## src/hw/lvd_cfg.svh

```systemverilog
`ifndef LVD_CFG_SVH
`define LVD_CFG_SVH

// bus map
`define LVD_CTRL_OFFSET     12'h000
`define LVD_IRQ_OFFSET      12'h004

// control register fields
`define LVD_STABLE_BIT      5
`define LVD_POWER_BIT       4
`define LVD_LEVEL_MSB       3
`define LVD_LEVEL_LSB       0
`define LVD_CTRL_RESET      8'h05
`define LVD_LEVEL_RESET     4'h5
`define LVD_LEVEL_EXTERNAL  4'hF

// trip / interrupt enable register fields
`define LVD_FLAG_BIT        0
`define LVD_TIE_BIT         1
`define LVD_GIE_BIT         2

// reference settling
`define LVD_CLK_MHZ         50
`define LVD_SETTLE_US       20
`define LVD_SETTLE_CYCLES   ((`LVD_SETTLE_US) * (`LVD_CLK_MHZ))
`define LVD_CNT_W           11

// axi responses
`define LVD_RESP_OKAY       2'h0
`define LVD_RESP_SLVERR     2'h2

`endif

```

## src/hw/lvd_pkg.sv

```systemverilog
package lvd_pkg;

	// what the analog front end is told to do
	typedef struct packed {
		logic       power_on;
		logic       external_select;
		logic [3:0] tap_select;
	} analog_ctrl_t;

	// what the core is told
	typedef struct packed {
		logic wake_request;
		logic resume_at_vector;
		logic interrupt_request;
	} core_event_t;

	typedef enum logic [1:0] {
		settle_off,
		settle_wait,
		settle_done
	} settle_state_t;

endpackage : lvd_pkg

```

## src/hw/low_voltage_detect_control.sv

```systemverilog
`timescale 1ns/1ps
`include "lvd_cfg.svh"

module low_voltage_detect_control (
	input  wire logic                 mclk,
	input  wire logic                 reset,
	input  wire logic [11:0]          s_axi_awaddr,
	input  wire logic                 s_axi_awvalid,
	output logic                      s_axi_awready,
	input  wire logic [31:0]          s_axi_wdata,
	input  wire logic [3:0]           s_axi_wstrb,
	input  wire logic                 s_axi_wvalid,
	output logic                      s_axi_wready,
	output logic [1:0]                s_axi_bresp,
	output logic                      s_axi_bvalid,
	input  wire logic                 s_axi_bready,
	input  wire logic [11:0]          s_axi_araddr,
	input  wire logic                 s_axi_arvalid,
	output logic                      s_axi_arready,
	output logic [31:0]               s_axi_rdata,
	output logic [1:0]                s_axi_rresp,
	output logic                      s_axi_rvalid,
	input  wire logic                 s_axi_rready,
	input  wire logic                 comparator_below,
	input  wire logic                 core_sleeping,
	output lvd_pkg::analog_ctrl_t     analog_ctrl,
	output lvd_pkg::core_event_t      core_event
);

	////////////////////////////////////////////////////////////////////////////////
	// state

	logic                   power_r;
	logic [3:0]             level_r;
	logic                   flag_r;
	logic                   tie_r;
	logic                   gie_r;
	lvd_pkg::settle_state_t settle_r;
	lvd_pkg::settle_state_t settle_nxt;
	logic [`LVD_CNT_W-1:0]  settle_cnt_r;
	logic [`LVD_CNT_W-1:0]  settle_cnt_nxt;

	logic        aw_held_r;
	logic [11:0] aw_addr_r;
	logic        w_held_r;
	logic [31:0] w_data_r;
	logic [3:0]  w_strb_r;
	wire         wr_fire;

	////////////////////////////////////////////////////////////////////////////////
	// write channel capture

	wire aw_take = s_axi_awvalid && s_axi_awready;
	wire w_take  = s_axi_wvalid && s_axi_wready;

	always_ff @(posedge mclk) begin
		if (reset) begin
			aw_held_r <= 1'b0;
		end else if (aw_take) begin
			aw_held_r <= 1'b1;
		end else if (wr_fire) begin
			aw_held_r <= 1'b0;
		end
	end

	always_ff @(posedge mclk) begin
		if (reset) begin
			aw_addr_r <= 12'h000;
		end else if (aw_take) begin
			aw_addr_r <= s_axi_awaddr;
		end
	end

	always_ff @(posedge mclk) begin
		if (reset) begin
			w_held_r <= 1'b0;
		end else if (w_take) begin
			w_held_r <= 1'b1;
		end else if (wr_fire) begin
			w_held_r <= 1'b0;
		end
	end

	always_ff @(posedge mclk) begin
		if (reset) begin
			w_data_r <= 32'h0000_0000;
		end else if (w_take) begin
			w_data_r <= s_axi_wdata;
		end
	end

	always_ff @(posedge mclk) begin
		if (reset) begin
			w_strb_r <= 4'h0;
		end else if (w_take) begin
			w_strb_r <= s_axi_wstrb;
		end
	end

	// address and data may arrive in either order; commit once both are held and no write response is pending
	assign wr_fire = aw_held_r && w_held_r && !s_axi_bvalid;

	wire [11:0] ctrl_addr = `LVD_CTRL_OFFSET;
	wire [11:0] irq_addr  = `LVD_IRQ_OFFSET;

	wire wr_ctrl = wr_fire && (aw_addr_r[11:2] == ctrl_addr[11:2]);
	wire wr_irq  = wr_fire && (aw_addr_r[11:2] == irq_addr[11:2]);
	wire wr_map  = wr_ctrl || wr_irq;
	wire wr_lane = w_strb_r[0];

	wire ctrl_we = wr_ctrl && wr_lane;
	wire irq_we  = wr_irq && wr_lane;

	always_ff @(posedge mclk) begin
		if (reset) begin
			s_axi_awready <= 1'b0;
		end else begin
			s_axi_awready <= !aw_held_r && !aw_take;
		end
	end

	always_ff @(posedge mclk) begin
		if (reset) begin
			s_axi_wready <= 1'b0;
		end else begin
			s_axi_wready <= !w_held_r && !w_take;
		end
	end

	always_ff @(posedge mclk) begin
		if (reset) begin
			s_axi_bvalid <= 1'b0;
		end else if (wr_fire) begin
			s_axi_bvalid <= 1'b1;
		end else if (s_axi_bready) begin
			s_axi_bvalid <= 1'b0;
		end
	end

	always_ff @(posedge mclk) begin
		if (reset) begin
			s_axi_bresp <= `LVD_RESP_OKAY;
		end else if (wr_fire) begin
			s_axi_bresp <= wr_map ? `LVD_RESP_OKAY : `LVD_RESP_SLVERR;
		end
	end

	////////////////////////////////////////////////////////////////////////////////
	// control register

	always_ff @(posedge mclk) begin
		if (reset) begin
			power_r <= 1'b0;
		end else if (ctrl_we) begin
			power_r <= w_data_r[`LVD_POWER_BIT];
		end
	end

	always_ff @(posedge mclk) begin
		if (reset) begin
			level_r <= `LVD_LEVEL_RESET;
		end else if (ctrl_we) begin
			level_r <= w_data_r[`LVD_LEVEL_MSB:`LVD_LEVEL_LSB];
		end
	end

	////////////////////////////////////////////////////////////////////////////////
	// reference settling

	wire settle_end = (settle_cnt_r == `LVD_CNT_W'(`LVD_SETTLE_CYCLES - 1));
	wire stable     = (settle_r == lvd_pkg::settle_done);

	always_comb begin
		settle_nxt     = settle_r;
		settle_cnt_nxt = settle_cnt_r;
		unique case (settle_r)
			lvd_pkg::settle_off: begin
				settle_cnt_nxt = '0;
				if (power_r) begin
					settle_nxt = lvd_pkg::settle_wait;
				end
			end
			lvd_pkg::settle_wait: begin
				settle_cnt_nxt = settle_cnt_r + `LVD_CNT_W'(1);
				if (!power_r) begin
					settle_nxt = lvd_pkg::settle_off;
				end else if (settle_end) begin
					settle_nxt = lvd_pkg::settle_done;
				end
			end
			lvd_pkg::settle_done: begin
				settle_cnt_nxt = '0;
				if (!power_r) begin
					settle_nxt = lvd_pkg::settle_off;
				end
			end
			default: begin
				settle_nxt     = lvd_pkg::settle_off;
				settle_cnt_nxt = '0;
			end
		endcase
	end

	always_ff @(posedge mclk) begin
		if (reset) begin
			settle_r <= lvd_pkg::settle_off;
		end else begin
			settle_r <= settle_nxt;
		end
	end

	always_ff @(posedge mclk) begin
		if (reset) begin
			settle_cnt_r <= '0;
		end else begin
			settle_cnt_r <= settle_cnt_nxt;
		end
	end

	////////////////////////////////////////////////////////////////////////////////
	// trip flag and interrupt enables

	// comparator is only trusted once powered and settled
	wire trip_set = power_r && stable && comparator_below;
	wire trip_clr = irq_we && !w_data_r[`LVD_FLAG_BIT];

	always_ff @(posedge mclk) begin
		if (reset) begin
			flag_r <= 1'b0;
		end else begin
			// set beats a clear in the same cycle
			flag_r <= trip_set || (flag_r && !trip_clr);
		end
	end

	always_ff @(posedge mclk) begin
		if (reset) begin
			tie_r <= 1'b0;
		end else if (irq_we) begin
			tie_r <= w_data_r[`LVD_TIE_BIT];
		end
	end

	always_ff @(posedge mclk) begin
		if (reset) begin
			gie_r <= 1'b0;
		end else if (irq_we) begin
			gie_r <= w_data_r[`LVD_GIE_BIT];
		end
	end

	////////////////////////////////////////////////////////////////////////////////
	// core events

	wire trip_rise  = trip_set && !flag_r;
	wire wake_event = trip_rise && core_sleeping;

	always_ff @(posedge mclk) begin
		if (reset) begin
			core_event <= '0;
		end else begin
			core_event.wake_request <= wake_event;
			if (wake_event) begin
				core_event.resume_at_vector <= gie_r && tie_r;
			end else if (!core_sleeping) begin
				core_event.resume_at_vector <= 1'b0;
			end
			core_event.interrupt_request <= (trip_set || flag_r) && tie_r && gie_r;
		end
	end

	////////////////////////////////////////////////////////////////////////////////
	// analog front end control

	always_ff @(posedge mclk) begin
		if (reset) begin
			analog_ctrl.power_on        <= 1'b0;
			analog_ctrl.external_select <= 1'b0;
			analog_ctrl.tap_select      <= `LVD_LEVEL_RESET;
		end else begin
			analog_ctrl.power_on        <= power_r;
			analog_ctrl.external_select <= (level_r == `LVD_LEVEL_EXTERNAL);
			analog_ctrl.tap_select      <= level_r;
		end
	end

	////////////////////////////////////////////////////////////////////////////////
	// read channel

	wire [7:0] ctrl_view = {2'b00, stable, power_r, level_r};
	wire [7:0] irq_view  = {5'b00000, gie_r, tie_r, flag_r};

	wire rd_take = s_axi_arvalid && s_axi_arready;
	wire rd_ctrl = (s_axi_araddr[11:2] == ctrl_addr[11:2]);
	wire rd_irq  = (s_axi_araddr[11:2] == irq_addr[11:2]);

	wire [31:0] rd_word = rd_ctrl ? {24'h000000, ctrl_view} :
	                      rd_irq  ? {24'h000000, irq_view}  : 32'h0000_0000;
	wire [1:0]  rd_resp = (rd_ctrl || rd_irq) ? `LVD_RESP_OKAY : `LVD_RESP_SLVERR;

	always_ff @(posedge mclk) begin
		if (reset) begin
			s_axi_arready <= 1'b0;
		end else begin
			s_axi_arready <= !s_axi_rvalid && !rd_take;
		end
	end

	always_ff @(posedge mclk) begin
		if (reset) begin
			s_axi_rvalid <= 1'b0;
		end else if (rd_take) begin
			s_axi_rvalid <= 1'b1;
		end else if (s_axi_rready) begin
			s_axi_rvalid <= 1'b0;
		end
	end

	always_ff @(posedge mclk) begin
		if (reset) begin
			s_axi_rdata <= 32'h0000_0000;
		end else if (rd_take) begin
			s_axi_rdata <= rd_word;
		end
	end

	always_ff @(posedge mclk) begin
		if (reset) begin
			s_axi_rresp <= `LVD_RESP_OKAY;
		end else if (rd_take) begin
			s_axi_rresp <= rd_resp;
		end
	end

endmodule : low_voltage_detect_control

```

## config.mk

```make
export PLATFORM = sky130hd
export DESIGN_NAME = low_voltage_detect_control
export DESIGN_NICKNAME = d
export VERILOG_FILES = /design/src/hw/lvd_pkg.sv /design/src/hw/low_voltage_detect_control.sv
export VERILOG_INCLUDE_DIRS = /design/src /design/src/hw
export SDC_FILE = /design/constraint.sdc
export NUM_CORES = 1
export LEC_CHECK = 0
export BUFFER_PORTS_ARGS = -buffer_cell sky130_fd_sc_hd__buf_2
export CORE_MARGIN = 2
export CORE_UTILIZATION = 30
export CTS_BUF_LIST = sky130_fd_sc_hd__clkbuf_8
export DETAILED_ROUTE_END_ITERATION = 7
export SKIP_CTS_REPAIR_TIMING = 1
export SLEW_MARGIN = 5
export SYNTH_ARGS = -nofsm -noshare
export SYNTH_HDL_FRONTEND = slang
export SYNTH_SLANG_ARGS = --single-unit
```

## constraint.sdc

```tcl
create_clock -name mclk -period 2 [get_ports mclk]
set_clock_uncertainty 0.2 [all_clocks]
set_input_delay 0.3 -clock mclk [delete_from_list [all_inputs] [get_ports mclk]]
set_output_delay 0.3 -clock mclk [all_outputs]
set_load 0.02 [all_outputs]
```

Yosys cells after proc, flatten, opt, wreduce, memory -nomap -nowiden
Index checks and enable logic that the tools add are counted.
{"block": "word_totals", "output_inout_bits": 50, "inputBits": 69, "regBits": 91, "wordCells": 100}
{"block": "op_classes", "eq_ne": 10, "reduce_logical": 44, "addsub": 1, "n_mux": 18, "bitwise": 1}
{"op": "logical AND 1 bit", "n": 21}
{"op": "== test 10 x 1 -> 1 bit (second input constant)", "n": 2}
{"op": "zero test 10 bit", "n": 2}
{"op": "2-to-1 mux 2 bit", "n": 6}
{"op": "adder 11 x 1 -> 11 bit (second input constant)", "n": 1}
{"op": "== test 11 x 10 -> 1 bit (second input constant)", "n": 1}
{"op": "zero test 1 bit", "n": 10}
{"op": "2-to-1 mux 1 bit", "n": 9}
{"op": "nonzero test 2 bit", "n": 4}
{"op": "2-to-1 mux 6 bit", "n": 1}
{"op": "one-hot mux 2 bit (3 select lines)", "n": 1}
{"op": "== test 4 bit (second input constant)", "n": 1}
{"op": "logical OR 1 bit", "n": 4}
{"op": "inequality test 2 bit (second input constant)", "n": 2}
{"op": "2-to-1 mux 3 bit", "n": 1}
{"op": "inequality test 3 bit (second input constant)", "n": 1}
{"op": "AND reduction 3 bit", "n": 1}
{"op": "== test 2 x 1 -> 1 bit (second input constant)", "n": 1}
{"op": "== test 2 bit (second input constant)", "n": 1}
{"op": "zero test 2 bit", "n": 1}
{"op": "inequality test 2 x 1 -> 1 bit (second input constant)", "n": 1}
{"op": "OR reduction 2 bit", "n": 1}
{"op": "inverter 1 bit", "n": 1}

Depth between registers and ports, before layout
{"block": "depth", "word_depth": 8, "depth_mapped": 4, "depth_no_buf": 4}

Worst setup path after synthesis
No wires, ideal clock.
{"block": "synth_timing", "kind": "in2reg", "startpoint": "input port s_axi_araddr[10]", "endpoint": "register s_axi_rdata[5]", "t_arrival_ns": 1.570, "setup_time_ns": 0.084, "path_slack_ns": 0.145, "n_path_buf": 0, "path_stages": 3, "required_ns": 1.716, "cell_sequence": "or4_4 -> or4_4 -> o31ai_2"}
{"block": "synth_via", "elab_chain_cells": 2}
{"element": "from (decl)", "line": "low_voltage_detect_control.sv:17", "rtl": "input wire logic [11:0] s_axi_araddr,"}
{"element": "zero test 10 bit", "line": "low_voltage_detect_control.sv:294", "rtl": "wire rd_ctrl = (s_axi_araddr[11:2] == ctrl_addr[11:2]);"}
{"element": "2-to-1 mux 6 bit", "line": "low_voltage_detect_control.sv:297", "rtl": "wire [31:0] rd_word = rd_ctrl ? {24'h000000, ctrl_view} :"}
{"element": "to (signal assigned)", "line": "low_voltage_detect_control.sv:323", "rtl": "s_axi_rdata <= rd_word;"}
{"element": "to (decl)", "line": "low_voltage_detect_control.sv:20", "rtl": "output logic [31:0] s_axi_rdata,"}
No other way between the ends.
A chain may end at the register's enable or synchronous reset.

Final worst setup path
{"block": "layout_timing", "startpoint": "register aw_addr_r[4]", "endpoint": "register level_r[2]"}
{"block": "layout_via", "elab_chain_cells": 3}
{"element": "from (decl)", "line": "low_voltage_detect_control.sv:44", "rtl": "logic [11:0] aw_addr_r;"}
{"element": "from (signal assigned)", "line": "low_voltage_detect_control.sv:70", "rtl": "aw_addr_r <= s_axi_awaddr;"}
{"element": "zero test 10 bit", "line": "low_voltage_detect_control.sv:106", "rtl": "wire wr_ctrl = wr_fire && (aw_addr_r[11:2] == ctrl_addr[11:2]);"}
{"element": "logical AND 1 bit", "line": "low_voltage_detect_control.sv:106"}
{"element": "logical AND 1 bit", "line": "low_voltage_detect_control.sv:111", "rtl": "wire ctrl_we = wr_ctrl && wr_lane;"}
{"element": "to (signal assigned)", "line": "low_voltage_detect_control.sv:161", "rtl": "level_r <= `LVD_LEVEL_RESET;"}
{"element": "to (signal assigned)", "line": "low_voltage_detect_control.sv:163", "rtl": "level_r <= w_data_r[`LVD_LEVEL_MSB:`LVD_LEVEL_LSB];"}
{"element": "to (decl)", "line": "low_voltage_detect_control.sv:34", "rtl": "logic [3:0] level_r;"}
No other way between the ends.

==> results.md <==
* Status: finished, final reports clean
* Post-synth EDFFs at 0
* I/O pins at 119
* Top FF cell, synth: dfxtp_1
* Layout cell share with drive strength beyond 1 at about a quarter
* Family with the most delay on the worst path: simple AND/OR/NAND/NOR gates
* GRT Overall Usage at 11.1%
* RSZ-0062 raised after global routing: false
* Reg clk slew, reported paths at 0.06 ns
* Syn Area/Cell at 8.92 um^2
* Most numerous cell in the Yosys netlist: dfxtp_1
* Multi-input gate area at 1170 um^2
* Max cap viols at 0
* Min setup slack post-route at 0.218 ns
* IO Port Bufs at 56
* Register bit total from synthesis at between 60 and 70
* Drt first pass iters at 4
* First-pass GRT wire length at ~8500 um
* TritonCTS Buffers at 9
* Design Power at about 0.0025 W
* ANT cells at 0
* Total grt overflow at 0
* Setup violations, final at 0
* Drt initial violations at 56
* Largest net degree at the start of global routing at 34
* Final period util at 89.1%
* Top cells by area, synth: dfxtp_1 47%, buf_4 8.2%, a21oi_1 6.0%
* Routability cong. at 0.786
* Vias at 2,070
* CP endpoint kind: flop
* CTS Root Buffer Type: clkbuf_8
* Cell leakage power at 1.25 nW
* Mapped Cells at roughly 290
* H-tree depth at 3
* Slowest cell on crit path: or4_4
* Initial Utilization at approximately 31%
* Worst Tran Pin Value at between 0.5 and 0.6 ns
* Hold Vio Cnt, Final at 0
* Final Max Tran Viols at 0
* Vias in the first global route at 1,879
* Post-Place Setup Slack at -0.0124 ns
* Post-route ant nets at 0
* Top cell type's share of synthesized area at 47.4%
* Final net count at roughly 420
* Worst path required time at 2.06 ns
* Synth async-reset ratio at 0%
* CTS sink cnt at a little over 60
* Crit-path max FO at 5
* Startpoint Class: flop
* Die area at 9350 um^2
* Minimum clock period at 1.78 ns
* Hold slack at approximately 0.0018 ns
* Clock Latency Late Sink at approximately 0.33 ns
* Worst slew margin at 65.6%
* Post-synth top cells: 61 x dfxtp_1, 38 x nand2_1, 31 x a21oi_1, 28 x buf_4, 15 x nand2b_1
* Setup CP Type: reg2reg
* Critical path cell sequence: or4_4 > nor4_4 > buf_4 > mux2i_1
* Worst min path class: in2reg
* # fillers at 889
* Post-synthesis sequential area ratio at 47.4%
* Die Wd at 96.7 um
* Drt drc at 0
* Placement row count at 33
* Post-synth top area cell: dfxtp_1
* PwrDens at 822 nW/um^2
* Max Freq at approximately 560 MHz
* Buffer depth of the longest clock path at 2
* Largest stage delay, worst path at 0.57 ns
* Count of different cell masters after synthesis at 45
* CTS tree: done
* Post-DP HPWL at 3820 um
* Buf+Inv Stages, Crit Path at 1
* Total core area at roughly 8300 um^2
* Antenna violations before repair at 0
* Routed WL at ~5000 um
* Die height at 96.7 um
* Area grow syn2layout at 19.9%
* Routed wire per std cell at between 10 and 15 um
* Data arrival, critical path at about 1.8 ns
* VDD IR-drop max at around 0.00034 V
* Drt via density at 4.50
* Netlist Area Pre-Place at 2580 um^2
* Ys Warns at 0
* Area occupied by registers at 1220 um^2
## worst min-delay path: cells and delay by family
family | cells | cell delay, ns
AND/OR/NAND/NOR | 1 | 0.04
AO/OA/AOI/OAI | 1 | 0.05
buffers and inverters | 1 | 0.10
## per-layer routing
layer  up-vias  GRT usage, %  wire length, um
li1       1069             -                -
met1       922          14.3             2440
met2        70          16.3             2130
met3         9          4.05              325
met4         0          5.53              110
met5         -             0                0
## state kept, by name, summed over array words and instances, names as in the netlist, 2 cells and up
signal        count
aw_addr_r        10
w_data_r          5
core_event        3
settle_r          2
analog_ctrl       6
settle_cnt_r     11
s_axi_rdata       6
level_r           4
## cell usage in the layout, fill, tap and decap left out, types with 2 or more instances in the layout
master | Yosys | layout
or4_1 | 3 | 3
or4_4 | 4 | 4
nand3b_1 | 2 | 2
a21oi_1 | 31 | 31
nor3_1 | 3 | 3
buf_4 | 28 | 4
clkbuf_8 | 0 | 11
nand4_1 | 4 | 4
and3_1 | 2 | 2
nor4_1 | 2 | 2
dfxtp_1 | 61 | 61
clkinv_2 | 0 | 2
xnor2_1 | 2 | 2
dlygate4sd3_1 | 0 | 2
o21ai_0 | 8 | 8
o31ai_1 | 3 | 3
or3_1 | 3 | 3
o21ai_1 | 3 | 3
nand2b_1 | 15 | 15
nand4b_1 | 2 | 2
nand2_1 | 38 | 38
nand3_1 | 11 | 11
inv_1 | 10 | 10
mux2i_1 | 10 | 10
buf_2 | 0 | 56
nor2_1 | 12 | 12
and2_1 | 3 | 3
conb_1 | 1 | 28
## logic make-up after synthesis
logic type,Yosys count,synth area share (%)
simple gates,115,25.1
xor+xnor,3,1.02
compound gates,50,10.8
buf+inv,48,11.2
flops,61,47.4
mux,10,3.88
fa+ha+maj,1,0.485
other cells,1,0.145
## final timing paths
kind | startpoint | endpoint | slack [ns] | cells after the start
setup / recovery | aw_addr_r[4]$_SDFFE_PP0P_ | level_r[2]$_SDFFE_PP1P_ | 0.22 | 4
hold / removal | s_axi_awaddr[8] | aw_addr_r[8]$_SDFFE_PP0P_ | 0.002 | 3
setup reg to reg | aw_addr_r[4]$_SDFFE_PP0P_ | level_r[2]$_SDFFE_PP1P_ | 0.22 | 4
hold reg to reg | s_axi_rdata[3]$_SDFFE_PP0P_ | s_axi_rdata[3]$_SDFFE_PP0P_ | 0.24 | 2
## final cells by class
type                    count  area share (%)
multi-input cells         207            37.9
well taps                 105            4.25
repair buffers             62            10.7
flip-flops and latches     61            39.5
clock buffers              11            4.90
inverters                  10            1.22
clock inverters             4            1.54
## stage by stage
step	util (%)	cell area, um^2	cells	TNS [ns]
2_1_floorplan	-	2680	316	0
3_3_place_gp	34.8	2870	443	0
3_5_place_dp	34.8	2870	443	-0.0124
4_1_cts	37.2	3070	458	0
5_1_grt	37.4	3090	460	0
6_report	37.4	3090	460	0
## report_power, final
part	total [W]	internal, W	switching, W
combinational	0.000203	0.0000715	0.000131
clock	0.00107	0.000631	0.000438
sequential	0.00127	0.00124	0.0000233
No activity file was read; power rests on OpenSTA's default activity.
